<file path="src/design/flash_host_pkg.sv">
// Purpose: Shared constants and types for the flash bank host controller.
// Assumes: 100 MHz clk; times below are in ns as named, cycles derived.
// Notes: Command codes and unlock addresses are named once here.
package flash_host_pkg;

  // Clock and cycle counter width
  localparam int CLK_PERIOD_NS = 10;
  localparam int CNT_W = 16;

  // Bus timing in ns
  localparam int GLITCH_REJECT_NS = 5;
  localparam int WE_LOW_NS = 40;
  localparam int WE_HIGH_NS = 30;
  localparam int READ_CYCLE_TIME_NS = 70;
  localparam int BUS_RECOVERY_TIME_NS = 1000;
  localparam int RESET_PULSE_MIN_NS = 500;
  localparam int RESET_HIGH_TO_READ_NS = 1000;
  localparam int SYNC_STAGES = 2;

  // Least times round up to whole cycles
  localparam logic [CNT_W-1:0] WE_LOW_CYC = CNT_W'(
    (WE_LOW_NS + CLK_PERIOD_NS - 1) / CLK_PERIOD_NS);
  localparam logic [CNT_W-1:0] WE_HIGH_CYC = CNT_W'(
    (WE_HIGH_NS + CLK_PERIOD_NS - 1) / CLK_PERIOD_NS);
  localparam logic [CNT_W-1:0] READ_WAIT_CYC = CNT_W'(
    (READ_CYCLE_TIME_NS + CLK_PERIOD_NS - 1) / CLK_PERIOD_NS + SYNC_STAGES);
  localparam logic [CNT_W-1:0] BUS_RECOVERY_CYC = CNT_W'(
    (BUS_RECOVERY_TIME_NS + CLK_PERIOD_NS - 1) / CLK_PERIOD_NS);
  localparam logic [CNT_W-1:0] RESET_PULSE_CYC = CNT_W'(
    (RESET_PULSE_MIN_NS + CLK_PERIOD_NS - 1) / CLK_PERIOD_NS);
  localparam logic [CNT_W-1:0] RESET_HIGH_CYC = CNT_W'(
    (RESET_HIGH_TO_READ_NS + CLK_PERIOD_NS - 1) / CLK_PERIOD_NS);

  // Pin widths
  localparam int ADDR_W = 20;
  localparam int DATA_W = 16;

  // Command codes and addresses of the protected sequences
  localparam logic [ADDR_W-1:0] UNLOCK_ADDR_A = 20'h00555;
  localparam logic [ADDR_W-1:0] UNLOCK_ADDR_B = 20'h002AA;
  localparam logic [ADDR_W-1:0] CHIP_ERASE_ADDR = 20'h05555;
  localparam logic [DATA_W-1:0] UNLOCK_DATA_A = 16'h00AA;
  localparam logic [DATA_W-1:0] UNLOCK_DATA_B = 16'h0055;
  localparam logic [DATA_W-1:0] CMD_PROGRAM = 16'h00A0;
  localparam logic [DATA_W-1:0] CMD_ERASE_SETUP = 16'h0080;
  localparam logic [DATA_W-1:0] CMD_SECTOR_ERASE = 16'h0030;
  localparam logic [DATA_W-1:0] CMD_BLOCK_ERASE = 16'h0050;
  localparam logic [DATA_W-1:0] CMD_CHIP_ERASE = 16'h0010;
  localparam logic [DATA_W-1:0] CMD_ID_ENTRY = 16'h0090;
  localparam logic [DATA_W-1:0] CMD_QUERY_ENTRY = 16'h0098;
  localparam logic [DATA_W-1:0] CMD_MODE_EXIT = 16'h00F0;
  localparam logic [DATA_W-1:0] ERASED_WORD = 16'hFFFF;
  localparam int POLL_BIT = 7;
  localparam int TOGGLE_BIT = 6;
  localparam logic [1:0] CONFIRM_READS = 2'h2;

  // Software register map (byte offsets)
  localparam int REG_AW = 5;
  localparam logic [REG_AW-1:0] REG_CTRL = 5'h00;
  localparam logic [REG_AW-1:0] REG_ADDR = 5'h04;
  localparam logic [REG_AW-1:0] REG_WDATA = 5'h08;
  localparam logic [REG_AW-1:0] REG_STATUS = 5'h0C;
  localparam logic [REG_AW-1:0] REG_RDATA = 5'h10;
  localparam int CTRL_OP_LSB = 0;
  localparam int CTRL_OP_W = 4;
  localparam int CTRL_WP_BIT = 8;
  localparam int ST_BUSY = 0;
  localparam int ST_DONE = 1;
  localparam int ST_FAIL = 2;
  localparam int ST_READY = 3;
  localparam int ST_REJECT = 4;

  // Orders that software can give
  typedef enum logic [3:0] {
    OP_NONE = 4'h0,
    OP_READ = 4'h1,
    OP_PROGRAM = 4'h2,
    OP_SECTOR_ERASE = 4'h3,
    OP_BLOCK_ERASE = 4'h4,
    OP_CHIP_ERASE = 4'h5,
    OP_ID_ENTRY = 4'h6,
    OP_QUERY_ENTRY = 4'h7,
    OP_MODE_EXIT = 4'h8,
    OP_HW_RESET = 4'h9
  } op_e;

  // Purpose of a read cycle
  typedef enum logic [1:0] {
    RD_PLAIN = 2'h0,
    RD_POLL = 2'h1,
    RD_VERIFY = 2'h2
  } rd_kind_e;

  // Sequencer states, Gray along write, poll, recover, reset
  typedef enum logic [3:0] {
    S_IDLE = 4'h0,
    S_WR_HIGH = 4'h1,
    S_WR_LOW = 4'h3,
    S_RD_ACC = 4'h2,
    S_RD_DONE = 4'h6,
    S_RECOVER = 4'h7,
    S_RST_LOW = 4'h5,
    S_RST_WAIT = 4'h4
  } state_e;

endpackage

</file>
<file path="src/design/flash_pin_sync.sv">
// Purpose: Two-stage synchroniser for levels arriving on flash pins.
// Assumes: Inputs change freely with respect to clk.
// Notes: Only the second stage is visible outside.
`timescale 1ns/1ps
module flash_pin_sync #(
  parameter int W = 1
) (
  // Clock and reset
  input wire logic clk,
  input wire logic sys_rst,
  // Levels
  input wire logic [W-1:0] pin_in,
  output logic [W-1:0] pin_sync
);

  logic [W-1:0] stage1;

  // Two flops in series, first feeds only the second
  always_ff @(posedge clk or posedge sys_rst) begin
    if (sys_rst) begin
      stage1 <= '0;
      pin_sync <= '0;
    end else begin
      stage1 <= pin_in;
      pin_sync <= stage1;
    end
  end

endmodule

</file>
<file path="src/design/flash_host_ctrl.sv">
// Purpose: Host controller that drives a flash bank over its async pins.
// Assumes: Software orders through a plain register port on clk.
// Notes: Completion is judged from toggle, polarity poll and ready/busy.
//
// Strobed register access and the register addresses are this design's own decisions.
`timescale 1ns/1ps
// How it works
// - Completion confirmed by two further matching reads
// - Wait bus recovery before trusting data
// - Protect pin stable through whole operation
// - Wait reset-high-to-read before first read
// - Unlock prefix before every program or erase
// - Query entry uses 98H at 555H
module flash_host_ctrl (
  // Clock and reset
  input wire logic clk,
  input wire logic sys_rst,
  // Software register port
  input wire logic [flash_host_pkg::REG_AW-1:0] reg_addr,
  input wire logic [31:0] reg_wdata,
  input wire logic reg_wr,
  input wire logic reg_rd,
  output logic [31:0] reg_rdata,
  // Flash bank pins
  output logic [flash_host_pkg::ADDR_W-1:0] flash_addr,
  output logic [flash_host_pkg::DATA_W-1:0] flash_dq_out,
  output logic flash_dq_oe_n,
  input wire logic [flash_host_pkg::DATA_W-1:0] flash_dq_in,
  output logic flash_bank_select_n,
  output logic flash_we_n,
  output logic flash_oe_n,
  output logic flash_wp_n,
  output logic flash_rst_n,
  input wire logic ready_busy_out_n
);

  typedef struct packed {
    flash_host_pkg::state_e st;
    logic [flash_host_pkg::CNT_W-1:0] cnt;
    logic [2:0] step;
    flash_host_pkg::op_e op;
    flash_host_pkg::rd_kind_e kind;
    logic [flash_host_pkg::ADDR_W-1:0] addr;
    logic [flash_host_pkg::DATA_W-1:0] wdata;
    logic [flash_host_pkg::DATA_W-1:0] rdata;
    logic rb_seen;
    logic [1:0] confirm;
    logic prev6;
    logic have_prev;
    logic wp;
    logic done;
    logic fail;
    logic rejected;
    logic we_n;
    logic oe_n;
    logic sel_n;
    logic rst_n;
    logic dq_oe_n;
    logic [flash_host_pkg::ADDR_W-1:0] pin_addr;
    logic [flash_host_pkg::DATA_W-1:0] pin_dq;
    logic [31:0] rd_out;
  } state_s;

  localparam state_s RESET_STATE = '{st: flash_host_pkg::S_IDLE,
    op: flash_host_pkg::OP_NONE, kind: flash_host_pkg::RD_PLAIN,
    we_n: 1'b1, oe_n: 1'b1, sel_n: 1'b1, rst_n: 1'b1, dq_oe_n: 1'b1,
    default: '0};

  state_s s;
  state_s n;
  logic [flash_host_pkg::DATA_W:0] sync_out;
  logic [flash_host_pkg::DATA_W-1:0] dq_sync;
  logic rb_sync;
  logic [2:0] seq_len;
  logic is_erase;
  logic poll_ok;
  logic tog_ok;
  logic complete;

  // Pin levels from outside pass two flops
  flash_pin_sync #(.W(flash_host_pkg::DATA_W + 1)) pin_sync_i (
    .clk(clk),
    .sys_rst(sys_rst),
    .pin_in({ready_busy_out_n, flash_dq_in}),
    .pin_sync(sync_out)
  );
  assign dq_sync = sync_out[flash_host_pkg::DATA_W-1:0];
  assign rb_sync = sync_out[flash_host_pkg::DATA_W];

  // Command word for one step of the protected sequence
  function automatic logic [flash_host_pkg::ADDR_W+flash_host_pkg::DATA_W-1:0]
      seq_word(input flash_host_pkg::op_e op, input logic [2:0] step,
               input logic [flash_host_pkg::ADDR_W-1:0] a,
               input logic [flash_host_pkg::DATA_W-1:0] d);
    logic [flash_host_pkg::DATA_W-1:0] cmd;
    cmd = flash_host_pkg::CMD_MODE_EXIT;
    case (op)
      flash_host_pkg::OP_PROGRAM: cmd = flash_host_pkg::CMD_PROGRAM;
      flash_host_pkg::OP_ID_ENTRY: cmd = flash_host_pkg::CMD_ID_ENTRY;
      flash_host_pkg::OP_QUERY_ENTRY: cmd = flash_host_pkg::CMD_QUERY_ENTRY;
      flash_host_pkg::OP_MODE_EXIT: cmd = flash_host_pkg::CMD_MODE_EXIT;
      default: cmd = flash_host_pkg::CMD_ERASE_SETUP;
    endcase
    case (step)
      3'h0: seq_word = {flash_host_pkg::UNLOCK_ADDR_A,
                        flash_host_pkg::UNLOCK_DATA_A};
      3'h1: seq_word = {flash_host_pkg::UNLOCK_ADDR_B,
                        flash_host_pkg::UNLOCK_DATA_B};
      3'h2: seq_word = {flash_host_pkg::UNLOCK_ADDR_A, cmd};
      3'h3: begin
        if (op == flash_host_pkg::OP_PROGRAM) begin
          seq_word = {a, d};
        end else begin
          seq_word = {flash_host_pkg::UNLOCK_ADDR_A,
                      flash_host_pkg::UNLOCK_DATA_A};
        end
      end
      3'h4: seq_word = {flash_host_pkg::UNLOCK_ADDR_B,
                        flash_host_pkg::UNLOCK_DATA_B};
      default: begin
        if (op == flash_host_pkg::OP_SECTOR_ERASE) begin
          seq_word = {a, flash_host_pkg::CMD_SECTOR_ERASE};
        end else if (op == flash_host_pkg::OP_BLOCK_ERASE) begin
          seq_word = {a, flash_host_pkg::CMD_BLOCK_ERASE};
        end else begin
          seq_word = {flash_host_pkg::CHIP_ERASE_ADDR,
                      flash_host_pkg::CMD_CHIP_ERASE};
        end
      end
    endcase
  endfunction

  // Sequence length and completion tests for the current order
  always_comb begin
    is_erase = (s.op == flash_host_pkg::OP_SECTOR_ERASE) ||
               (s.op == flash_host_pkg::OP_BLOCK_ERASE) ||
               (s.op == flash_host_pkg::OP_CHIP_ERASE);
    if (s.op == flash_host_pkg::OP_PROGRAM) begin
      seq_len = 3'h4;
    end else if (is_erase) begin
      seq_len = 3'h6;
    end else begin
      seq_len = 3'h3;
    end
    poll_ok = is_erase ? s.rdata[flash_host_pkg::POLL_BIT]
      : (s.rdata[flash_host_pkg::POLL_BIT] ==
         s.wdata[flash_host_pkg::POLL_BIT]);
    tog_ok = s.have_prev &&
             (s.rdata[flash_host_pkg::TOGGLE_BIT] == s.prev6);
    complete = poll_ok && tog_ok && s.rb_seen;
  end

  // Next-state logic: register port and bus sequencer
  always_comb begin
    n = s;
    n.rd_out = '0;
    if (reg_rd) begin
      case (reg_addr)
        flash_host_pkg::REG_CTRL: n.rd_out = {23'h0, s.wp, 4'h0, s.op};
        flash_host_pkg::REG_ADDR: n.rd_out = {12'h0, s.addr};
        flash_host_pkg::REG_WDATA: n.rd_out = {16'h0, s.wdata};
        flash_host_pkg::REG_STATUS: n.rd_out = {27'h0, s.rejected, rb_sync,
          s.fail, s.done, s.st != flash_host_pkg::S_IDLE};
        flash_host_pkg::REG_RDATA: n.rd_out = {16'h0, s.rdata};
        default: n.rd_out = '0;
      endcase
    end
    case (s.st)
      flash_host_pkg::S_IDLE: begin
        if (reg_wr && reg_addr == flash_host_pkg::REG_ADDR) begin
          n.addr = reg_wdata[flash_host_pkg::ADDR_W-1:0];
        end
        if (reg_wr && reg_addr == flash_host_pkg::REG_WDATA) begin
          n.wdata = reg_wdata[flash_host_pkg::DATA_W-1:0];
        end
        if (reg_wr && reg_addr == flash_host_pkg::REG_CTRL) begin
          n.op = flash_host_pkg::op_e'(reg_wdata[flash_host_pkg::CTRL_OP_LSB
                 +: flash_host_pkg::CTRL_OP_W]);
          n.wp = reg_wdata[flash_host_pkg::CTRL_WP_BIT];
          n.cnt = '0;
          n.step = '0;
          n.confirm = '0;
          n.have_prev = 1'b0;
          n.rejected = 1'b0;
          case (n.op)
            flash_host_pkg::OP_NONE: n.st = flash_host_pkg::S_IDLE;
            flash_host_pkg::OP_READ: begin
              n.done = 1'b0;
              n.fail = 1'b0;
              n.st = flash_host_pkg::S_RD_ACC;
              n.kind = flash_host_pkg::RD_PLAIN;
              n.pin_addr = n.addr;
              n.sel_n = 1'b0;
              n.oe_n = 1'b0;
            end
            flash_host_pkg::OP_HW_RESET: begin
              n.done = 1'b0;
              n.fail = 1'b0;
              n.st = flash_host_pkg::S_RST_LOW;
              n.rst_n = 1'b0;
            end
            default: begin
              n.done = 1'b0;
              n.fail = 1'b0;
              n.st = flash_host_pkg::S_WR_HIGH;
            end
          endcase
        end
      end
      flash_host_pkg::S_WR_HIGH: begin
        n.cnt = s.cnt + 1'b1;
        if (s.step < seq_len) begin
          {n.pin_addr, n.pin_dq} = seq_word(s.op, s.step, s.addr, s.wdata);
          n.sel_n = 1'b0;
          n.dq_oe_n = 1'b0;
        end
        if (s.cnt == flash_host_pkg::WE_HIGH_CYC - 1'b1) begin
          n.cnt = '0;
          if (s.step < seq_len) begin
            n.we_n = 1'b0;
            n.st = flash_host_pkg::S_WR_LOW;
          end else if (is_erase ||
                       s.op == flash_host_pkg::OP_PROGRAM) begin
            n.dq_oe_n = 1'b1;
            n.oe_n = 1'b0;
            n.pin_addr = s.addr;
            n.kind = flash_host_pkg::RD_POLL;
            n.st = flash_host_pkg::S_RD_ACC;
          end else begin
            n.dq_oe_n = 1'b1;
            n.sel_n = 1'b1;
            n.done = 1'b1;
            n.st = flash_host_pkg::S_IDLE;
          end
        end
      end
      flash_host_pkg::S_WR_LOW: begin
        n.cnt = s.cnt + 1'b1;
        if (s.cnt == flash_host_pkg::WE_LOW_CYC - 1'b1) begin
          n.cnt = '0;
          n.we_n = 1'b1;
          n.step = s.step + 1'b1;
          n.st = flash_host_pkg::S_WR_HIGH;
        end
      end
      flash_host_pkg::S_RD_ACC: begin
        n.cnt = s.cnt + 1'b1;
        if (s.cnt == flash_host_pkg::READ_WAIT_CYC - 1'b1) begin
          n.cnt = '0;
          n.rdata = dq_sync;
          n.rb_seen = rb_sync;
          n.oe_n = 1'b1;
          n.sel_n = 1'b1;
          n.st = flash_host_pkg::S_RD_DONE;
        end
      end
      flash_host_pkg::S_RD_DONE: begin
        if (s.kind == flash_host_pkg::RD_POLL) begin
          n.prev6 = s.rdata[flash_host_pkg::TOGGLE_BIT];
          n.have_prev = 1'b1;
          n.confirm = complete ? s.confirm + 1'b1 : 2'h0;
          if (complete && s.confirm == flash_host_pkg::CONFIRM_READS) begin
            n.st = flash_host_pkg::S_RECOVER;
          end else begin
            n.sel_n = 1'b0;
            n.oe_n = 1'b0;
            n.st = flash_host_pkg::S_RD_ACC;
          end
        end else begin
          n.done = 1'b1;
          if (s.kind == flash_host_pkg::RD_VERIFY) begin
            n.fail = s.rdata != (is_erase ? flash_host_pkg::ERASED_WORD
                                          : s.wdata);
          end
          n.st = flash_host_pkg::S_IDLE;
        end
      end
      flash_host_pkg::S_RECOVER: begin
        n.cnt = s.cnt + 1'b1;
        if (s.cnt == flash_host_pkg::BUS_RECOVERY_CYC - 1'b1) begin
          n.cnt = '0;
          n.kind = flash_host_pkg::RD_VERIFY;
          n.sel_n = 1'b0;
          n.oe_n = 1'b0;
          n.st = flash_host_pkg::S_RD_ACC;
        end
      end
      flash_host_pkg::S_RST_LOW: begin
        n.cnt = s.cnt + 1'b1;
        if (s.cnt == flash_host_pkg::RESET_PULSE_CYC - 1'b1) begin
          n.cnt = '0;
          n.rst_n = 1'b1;
          n.st = flash_host_pkg::S_RST_WAIT;
        end
      end
      flash_host_pkg::S_RST_WAIT: begin
        n.cnt = s.cnt + 1'b1;
        if (s.cnt == flash_host_pkg::RESET_HIGH_CYC - 1'b1) begin
          n.cnt = '0;
          n.done = 1'b1;
          n.st = flash_host_pkg::S_IDLE;
        end
      end
      default: n = RESET_STATE;
    endcase
    // Orders while busy are dropped and flagged
    if (reg_wr && s.st != flash_host_pkg::S_IDLE) begin
      n.rejected = 1'b1;
    end
  end

  // State register
  always_ff @(posedge clk or posedge sys_rst) begin
    if (sys_rst) begin
      s <= RESET_STATE;
    end else begin
      s <= n;
    end
  end

  // Pins and read data straight from flops
  assign reg_rdata = s.rd_out;
  assign flash_addr = s.pin_addr;
  assign flash_dq_out = s.pin_dq;
  assign flash_dq_oe_n = s.dq_oe_n;
  assign flash_bank_select_n = s.sel_n;
  assign flash_we_n = s.we_n;
  assign flash_oe_n = s.oe_n;
  assign flash_wp_n = s.wp;
  assign flash_rst_n = s.rst_n;

  a_we_oe_excl: assert property (@(posedge clk) disable iff (sys_rst)
    !(!flash_we_n && !flash_oe_n))
    else $error("write strobe low with output gate low");
  a_we_select: assert property (@(posedge clk) disable iff (sys_rst)
    !flash_we_n |-> !flash_bank_select_n && !flash_dq_oe_n)
    else $error("write strobe without select or data drive");
  a_we_pulse_len: assert property (@(posedge clk) disable iff (sys_rst)
    $fell(flash_we_n) |-> (!flash_we_n)[*4] ##1 flash_we_n)
    else $error("write pulse length wrong");
  a_wp_stable: assert property (@(posedge clk) disable iff (sys_rst)
    s.st != flash_host_pkg::S_IDLE |=> $stable(flash_wp_n))
    else $error("protect pin moved during operation");
  a_rst_pulse: assert property (@(posedge clk) disable iff (sys_rst)
    $fell(flash_rst_n) |-> (!flash_rst_n)[*8])
    else $error("reset pulse too short");
  a_recover_wait: assert property (@(posedge clk) disable iff (sys_rst)
    $rose(s.st == flash_host_pkg::S_RECOVER) |->
      (flash_oe_n && s.st == flash_host_pkg::S_RECOVER)[*8])
    else $error("data read before bus recovery");
  a_poll_after_seq: assert property (@(posedge clk) disable iff (sys_rst)
    s.st == flash_host_pkg::S_RD_ACC && s.kind == flash_host_pkg::RD_POLL
      |-> s.step == seq_len)
    else $error("poll before last write pulse");
  a_confirm_done: assert property (@(posedge clk) disable iff (sys_rst)
    $rose(s.st == flash_host_pkg::S_RECOVER) |->
      $past(s.confirm) == flash_host_pkg::CONFIRM_READS)
    else $error("completion without two confirming reads");
  a_no_drive_read: assert property (@(posedge clk) disable iff (sys_rst)
    !flash_oe_n |-> flash_dq_oe_n && flash_we_n)
    else $error("data bus driven during read");

endmodule

</file>
<file path="config.mk">
export PLATFORM = sky130hd
export DESIGN_NAME = flash_host_ctrl
export DESIGN_NICKNAME = d
export VERILOG_FILES = /design/src/design/flash_host_pkg.sv /design/src/design/flash_pin_sync.sv /design/src/design/flash_host_ctrl.sv
export SDC_FILE = /design/constraint.sdc
export NUM_CORES = 1
export LEC_CHECK = 0
export BUFFER_PORTS_ARGS = -buffer_cell sky130_fd_sc_hd__buf_4
export CAP_MARGIN = 40
export CORE_AREA = 2 2 164 230
export CTS_CLUSTER_DIAMETER = 50
export DETAILED_ROUTE_END_ITERATION = 10
export DIE_AREA = 0 0 166 232
export SYNTH_ARGS = -nofsm -noshare
export SYNTH_HDL_FRONTEND = slang
export SYNTH_SLANG_ARGS = --single-unit
</file>
<file path="constraint.sdc">
create_clock -name clk -period 6.2 [get_ports clk]
set_input_delay 1.24 -clock clk [delete_from_list [all_inputs] [get_ports clk]]
set_output_delay 1.24 -clock clk [all_outputs]
set_load 0.01 [all_outputs]
</file>
==> results.toml, run 1 <==
[outcome]
outcome = "complete, no violations"

[floorplan]
io_pins = 132
rows = 83
die_h_um = 232
initial_core_util = 0.248
die_w_um = 166
die_area_um2 = 38500
core_um2 = 36500

[clock_tree]
htree_levels = 4
clk_pin_slew_worst_paths_ps = 70
cts_max_path_buffers = 2
post_cts_resize_count = 0
postCtsHoldBufs = 0
cts_setup_buffers = 0
root_buffer = "clkbuf_16"
cts_tree = "done"
clk_latency_ps = 460
numCtsBuffers = 17
numClockSinks = 184

[worst_setup_path]
critical_path.max_stage_delay_ps = 730
critPathSlowestCell = "o21ai_0"
crit_type = "reg2reg"
worstSetupStartpoint = "s[138]"
crit_top_cell = "a21oi_1"
cp_cell_sequence = "nand2b_1, a21oi_1, inv_1, ha_1, a21oi_1, o21a_1, nand2_1, o21ai_0, a221o_1"
worstPathArrival_ps = 4320
reg2reg_to = "flash_addr[6]"
reg2reg_slack_ps = 2270
critPathMaxFanout = 23
startpoint_type = "register"
r2r_start = "s[138]"
ff2ff_path_depth = 9
required_ps = 6590
endpoint_kind = "register"

[drt]
routed_via_density = 4.86
m1WireLength_um = 10600
drt-initial-drc-count = 666
highest_layer = "met5"
wl_met3_um = 1520
wl_met2_um = 13000
routed_wl_um = 26000
drc = 0
routedWlPerCell_um = 18.2
vias = 6944
firstDrtPassIters = 6
ant_nets = 0

[synthesis]
ys_ff_latch = 184
synth.most_common_cell = "dfrtp_1"
ys.flop_type = "dfrtp_1"
yosysWarningCount = 0
ys_async_sr_fraction = 1.00
synth-edff-count = 0
ys_seq_area_frac = 0.511
synth_top_cell_area_share = 0.496
yosys-top-cells-count = "dfrtp_1, nand2_1, buf_4"
synth_top_cell_by_area = "dfrtp_1"
avgSynthCellArea_um2 = 9.96
synth_area_um2 = 9020
synth.area.top_cells = "dfrtp_1, nand2_1, buf_4"
synth_cells = 906
synthDistinctLibCells = 66

[power]
power_density_nw_per_um2 = 364
leakage_nw = 4.82
ir_drop_mv = 0.213

[timing]
timing.fmax_mhz = 254
finalHoldViolCount = 0
worst_slew_pin_slew_ps = 1220
finClkSkew_ps = 8.43
setup_viol = 0
rsz0062_at_grt = "false"
fin_crit_sh = 0.634
maxSlewHeadroom = 0.187
tns_ps = 0
period_needed_ps = 3930
fin_ws_ps = 2270
drv_slew = 0

[global_routing]
grt_antenna_before_repair = 2
grt_first_pass_wirelength_um = 40500
grt.overflow.total = 0
grt_use_total = 0.136
grt_max_degree = 185
grt_pass1_vias = 6917

[cells_and_area]
layout.nets = 1021
antenna_cells = 0
layout-drive-gt1-share = 0.219
area_delta_synth_final_pct = 17.0
postLayoutCellArea_um2 = 10600

[placement]
port_buffers = 107
dp_worst_setup_slack_ps = 2200
gp_congestion = 0.861
dp_hpwl_um = 19100
place_area_um2 = 9950

[worst_hold_path]
worstHoldStart = "pin_sync_i.stage1[13]"
hold_class = "reg2reg"
whs_endpoint = "pin_sync_i.pin_sync[13]"
worstHoldPathCells = 0

[flow_run]
max-cap-violations = 0
## worst max path at each step
stage	endpoint	slack (ps)	cells past startpoint
floorplan	flash_addr[0]	2600	1
global placement	flash_addr[5]	2250	9
detailed placement	flash_addr[3]	2200	9
CTS	flash_addr[6]	2360	9
global route	flash_addr[6]	2080	9
finish	flash_addr[6]	2270	9
## cell usage in the layout (no fill, tap or decap), types with 7 or more instances in the layout
| cell | count |
|---|---|
| a21o_1 | 11 |
| a21oi_1 | 50 |
| a221o_1 | 7 |
| a222oi_1 | 16 |
| a22o_1 | 7 |
| a31oi_1 | 11 |
| and3_1 | 10 |
| buf_4 | 114 |
| clkbuf_16 | 17 |
| conb_1 | 12 |
| dfrtp_1 | 179 |
| ha_1 | 12 |
| inv_1 | 17 |
| mux2_2 | 39 |
| mux2i_1 | 9 |
| nand2_1 | 143 |
| nand2b_1 | 8 |
| nand3_1 | 31 |
| nor2_1 | 63 |
| nor3_1 | 20 |
| nor3b_1 | 7 |
| o21ai_0 | 39 |
| o22ai_1 | 8 |
| o31ai_1 | 7 |
| or3_1 | 8 |
| xor2_1 | 9 |
## through the flow
| step | util | total power (W) | std cells | hold WS, ps |
|---|---|---|---|---|
| after floorplan | - | 0.00239 | 917 | 331 |
| after global placement | 0.272 | 0.00270 | 1394 | 335 |
| after detailed placement | 0.273 | 0.00273 | 1399 | 336 |
| after CTS | 0.290 | 0.00389 | 1429 | 352 |
| after global routing | 0.290 | 0.00407 | 1429 | 363 |
| final | 0.290 | 0.00384 | 1429 | 348 |
## registers in the layout (all words and copies together), names as in the netlist
signal,count
flash_wp_n,1
flash_rst_n,1
flash_we_n,1
pin_sync_i.pin_sync,17
s,88
pin_sync_i.stage1,17
flash_dq_oe_n,1
flash_addr,20
flash_oe_n,1
flash_bank_select_n,1
flash_dq_out,16
reg_rdata,20
## area by class of cell
cell class              count  area (um2)
fillers                  3790       25900
multi-input cells         610        3760
clock buffers              17         425
repair buffers            120         930
flip-flops and latches    184        4610
inverters                  18        71.3
clock inverters            13         176
well taps                 467         584
## per-layer routing
layer / vias to the layer above / global-route usage
met4: 4 / 0.0598
li1: 3225 / -
met1: 3444 / 0.160
met2: 229 / 0.233
met3: 42 / 0.0372
met5: - / 0
## cells by family after synthesis
family          share of synthesized area
buf+inv                            0.0797
mux                                0.0587
other cells                      0.000416
compound gates                      0.143
fa+ha+maj                          0.0166
simple gates                        0.176
xor+xnor                           0.0146
flops                               0.511
## critical path: cells and delay by family (launching register included)
family                     cells  cell delay (ps)
adders and majority gates      1              340
and+or+nand+nor                2              720
buffers and inverters          1              220
DFF                            1              550
AOI/OAI and AO/OA              5             2020
## report_power, final
part	total, W	internal, W	switching, W
Sequential	0.00168	0.00141	0.000263
Combinational	0.00103	0.000451	0.000574
Clock	0.00114	0.000612	0.000529
No activity file was read; power rests on OpenSTA's default activity.
==> inputs of run 2 (changes only) <==
clock period = 3.5 ns   (was 6.2 ns; I/O delays follow)
==> results.toml, run 2 (same netlist as run 1, synthesis figures left out) <==
[outcome]
outcome = "complete, no violations"

[floorplan]
initial_core_util = 0.248
rows = 83
die_w_um = 166
core_um2 = 36500
io_pins = 132
die_h_um = 232
die_area_um2 = 38500

[drt]
drt-initial-drc-count = 585
ant_nets = 0
routedWlPerCell_um = 17.8
routed_via_density = 4.80
firstDrtPassIters = 7
drc = 0
routed_wl_um = 25900
vias = 6962

[cells_and_area]
layout-drive-gt1-share = 0.236
layout.nets = 1041
antenna_cells = 0
postLayoutCellArea_um2 = 10700
area_delta_synth_final_pct = 18.7
layout_common_cells = "dfrtp_1, nand2_1, buf_4"
regMostFlops = "s"
largest_register_ffs = 88
final_common_cell = "dfrtp_1"

[clock_tree]
root_buffer = "clkbuf_16"
clk_latency_ps = 450
cts_tree = "done"
htree_levels = 4
cts_setup_buffers = 0
cts_max_path_buffers = 2
numClockSinks = 184
post_cts_resize_count = 0
postCtsHoldBufs = 0
numCtsBuffers = 17
clk_pin_slew_worst_paths_ps = 80

[placement]
dp_hpwl_um = 19600
place_area_um2 = 10100
port_buffers = 107
gp_congestion = 0.876

[worst_hold_path]
worstHoldPathCells = 0
hold_class = "reg2reg"
whs_endpoint = "pin_sync_i.pin_sync[3]"
worstHoldStart = "pin_sync_i.stage1[3]"

[timing]
timing.fmax_mhz = 317
hold_slack_ps = 348
worst_slew_pin_slew_ps = 785
fin_crit_sh = 0.902
period_needed_ps = 3160
rsz0062_at_grt = "false"
drv_slew = 0
maxSlewHeadroom = 0.476
finClkSkew_ps = 13.9
tns_ps = 0
finalHoldViolCount = 0
setup_viol = 0

[worst_setup_path]
worstPathArrival_ps = 3490
ff2ff_path_depth = 10
crit_type = "reg2reg"
reg2reg_slack_ps = 340
critPathMaxFanout = 8
required_ps = 3840
startpoint_type = "register"
reg2reg_to = "flash_addr[8]"
endpoint_kind = "register"
r2r_start = "s[137]"

[power]
power_density_nw_per_um2 = 639
leakage_nw = 4.91
ir_drop_mv = 0.398
p_total_w = 0.00684

[global_routing]
grt_antenna_before_repair = 1
grt_use_total = 0.136
grt_first_pass_wirelength_um = 40500
grt_pass1_vias = 6941
grt_max_degree = 66
grt.overflow.total = 0

[flow_run]
max-cap-violations = 0
## run 2: cell count changes in the layout (fill, tap and decap cells not counted)
cell / change
buf_12: +1
buf_2: -1
buf_4: +24
buf_6: -3
buf_8: -1
bufinv_16: -1
clkinv_8: +3
clkinvlp_4: +4
inv_6: -3
inv_8: -1
nor2_1: +1
nor2_2: -1
## run 2: layer usage
| layer | track usage | wire, um | vias up |
|---|---|---|---|
| met2 | 0.239 | 13100 | 212 |
| met5 | 0 | 16 | - |
| met3 | 0.0288 | 1350 | 44 |
| met4 | 0.0552 | 764 | 2 |
| met1 | 0.162 | 10600 | 3441 |
| li1 | - | - | 3263 |
## run 2: report_power, final
group          switching (W)  internal, W  total [W]
clock               0.000951      0.00102    0.00198
sequential          0.000451      0.00251    0.00296
combinational        0.00104     0.000865    0.00191
## run 2: area by class of cell
cell class              count  area [um2]
flip-flops and latches    184        4610
clock inverters            15         188
well taps                 467         584
multi-input cells         610        3750
inverters                  18        71.3
repair buffers            140        1080
clock buffers              17         425
fillers                  3760       25700
## run 2: critical path: stages, from the launching register on
cell	delay, ps
dfrtp_1	460
nand2b_1	210
a21oi_1	370
inv_1	240
ha_1	340
a21oi_1	270
o21ai_1	180
and3_1	240
a31oi_1	130
o21ai_0	250
a221o_1	360
## run 2: through the flow
step | worst slack, ps | utilization | cells
2_1_floorplan | 440 | - | 917
3_3_place_gp | 421 | 0.277 | 1419
3_5_place_dp | 390 | 0.277 | 1419
4_1_cts | 358 | 0.294 | 1451
5_1_grt | 155 | 0.294 | 1451
6_report | 343 | 0.294 | 1451
## run 2: how the worst max path moves through the flow
| stage | start | end | slack (ps) | depth (start not counted) |
|---|---|---|---|---|
| 2_1_floorplan | sys_rst | flash_addr[0] | 440 | 1 |
| 3_3_place_gp | s[137] | flash_addr[4] | 420 | 10 |
| 3_5_place_dp | s[137] | flash_addr[8] | 390 | 10 |
| 4_1_cts | s[137] | flash_addr[8] | 360 | 10 |
| 5_1_grt | s[137] | flash_addr[6] | 160 | 10 |
| 6_report | s[137] | flash_addr[8] | 340 | 10 |
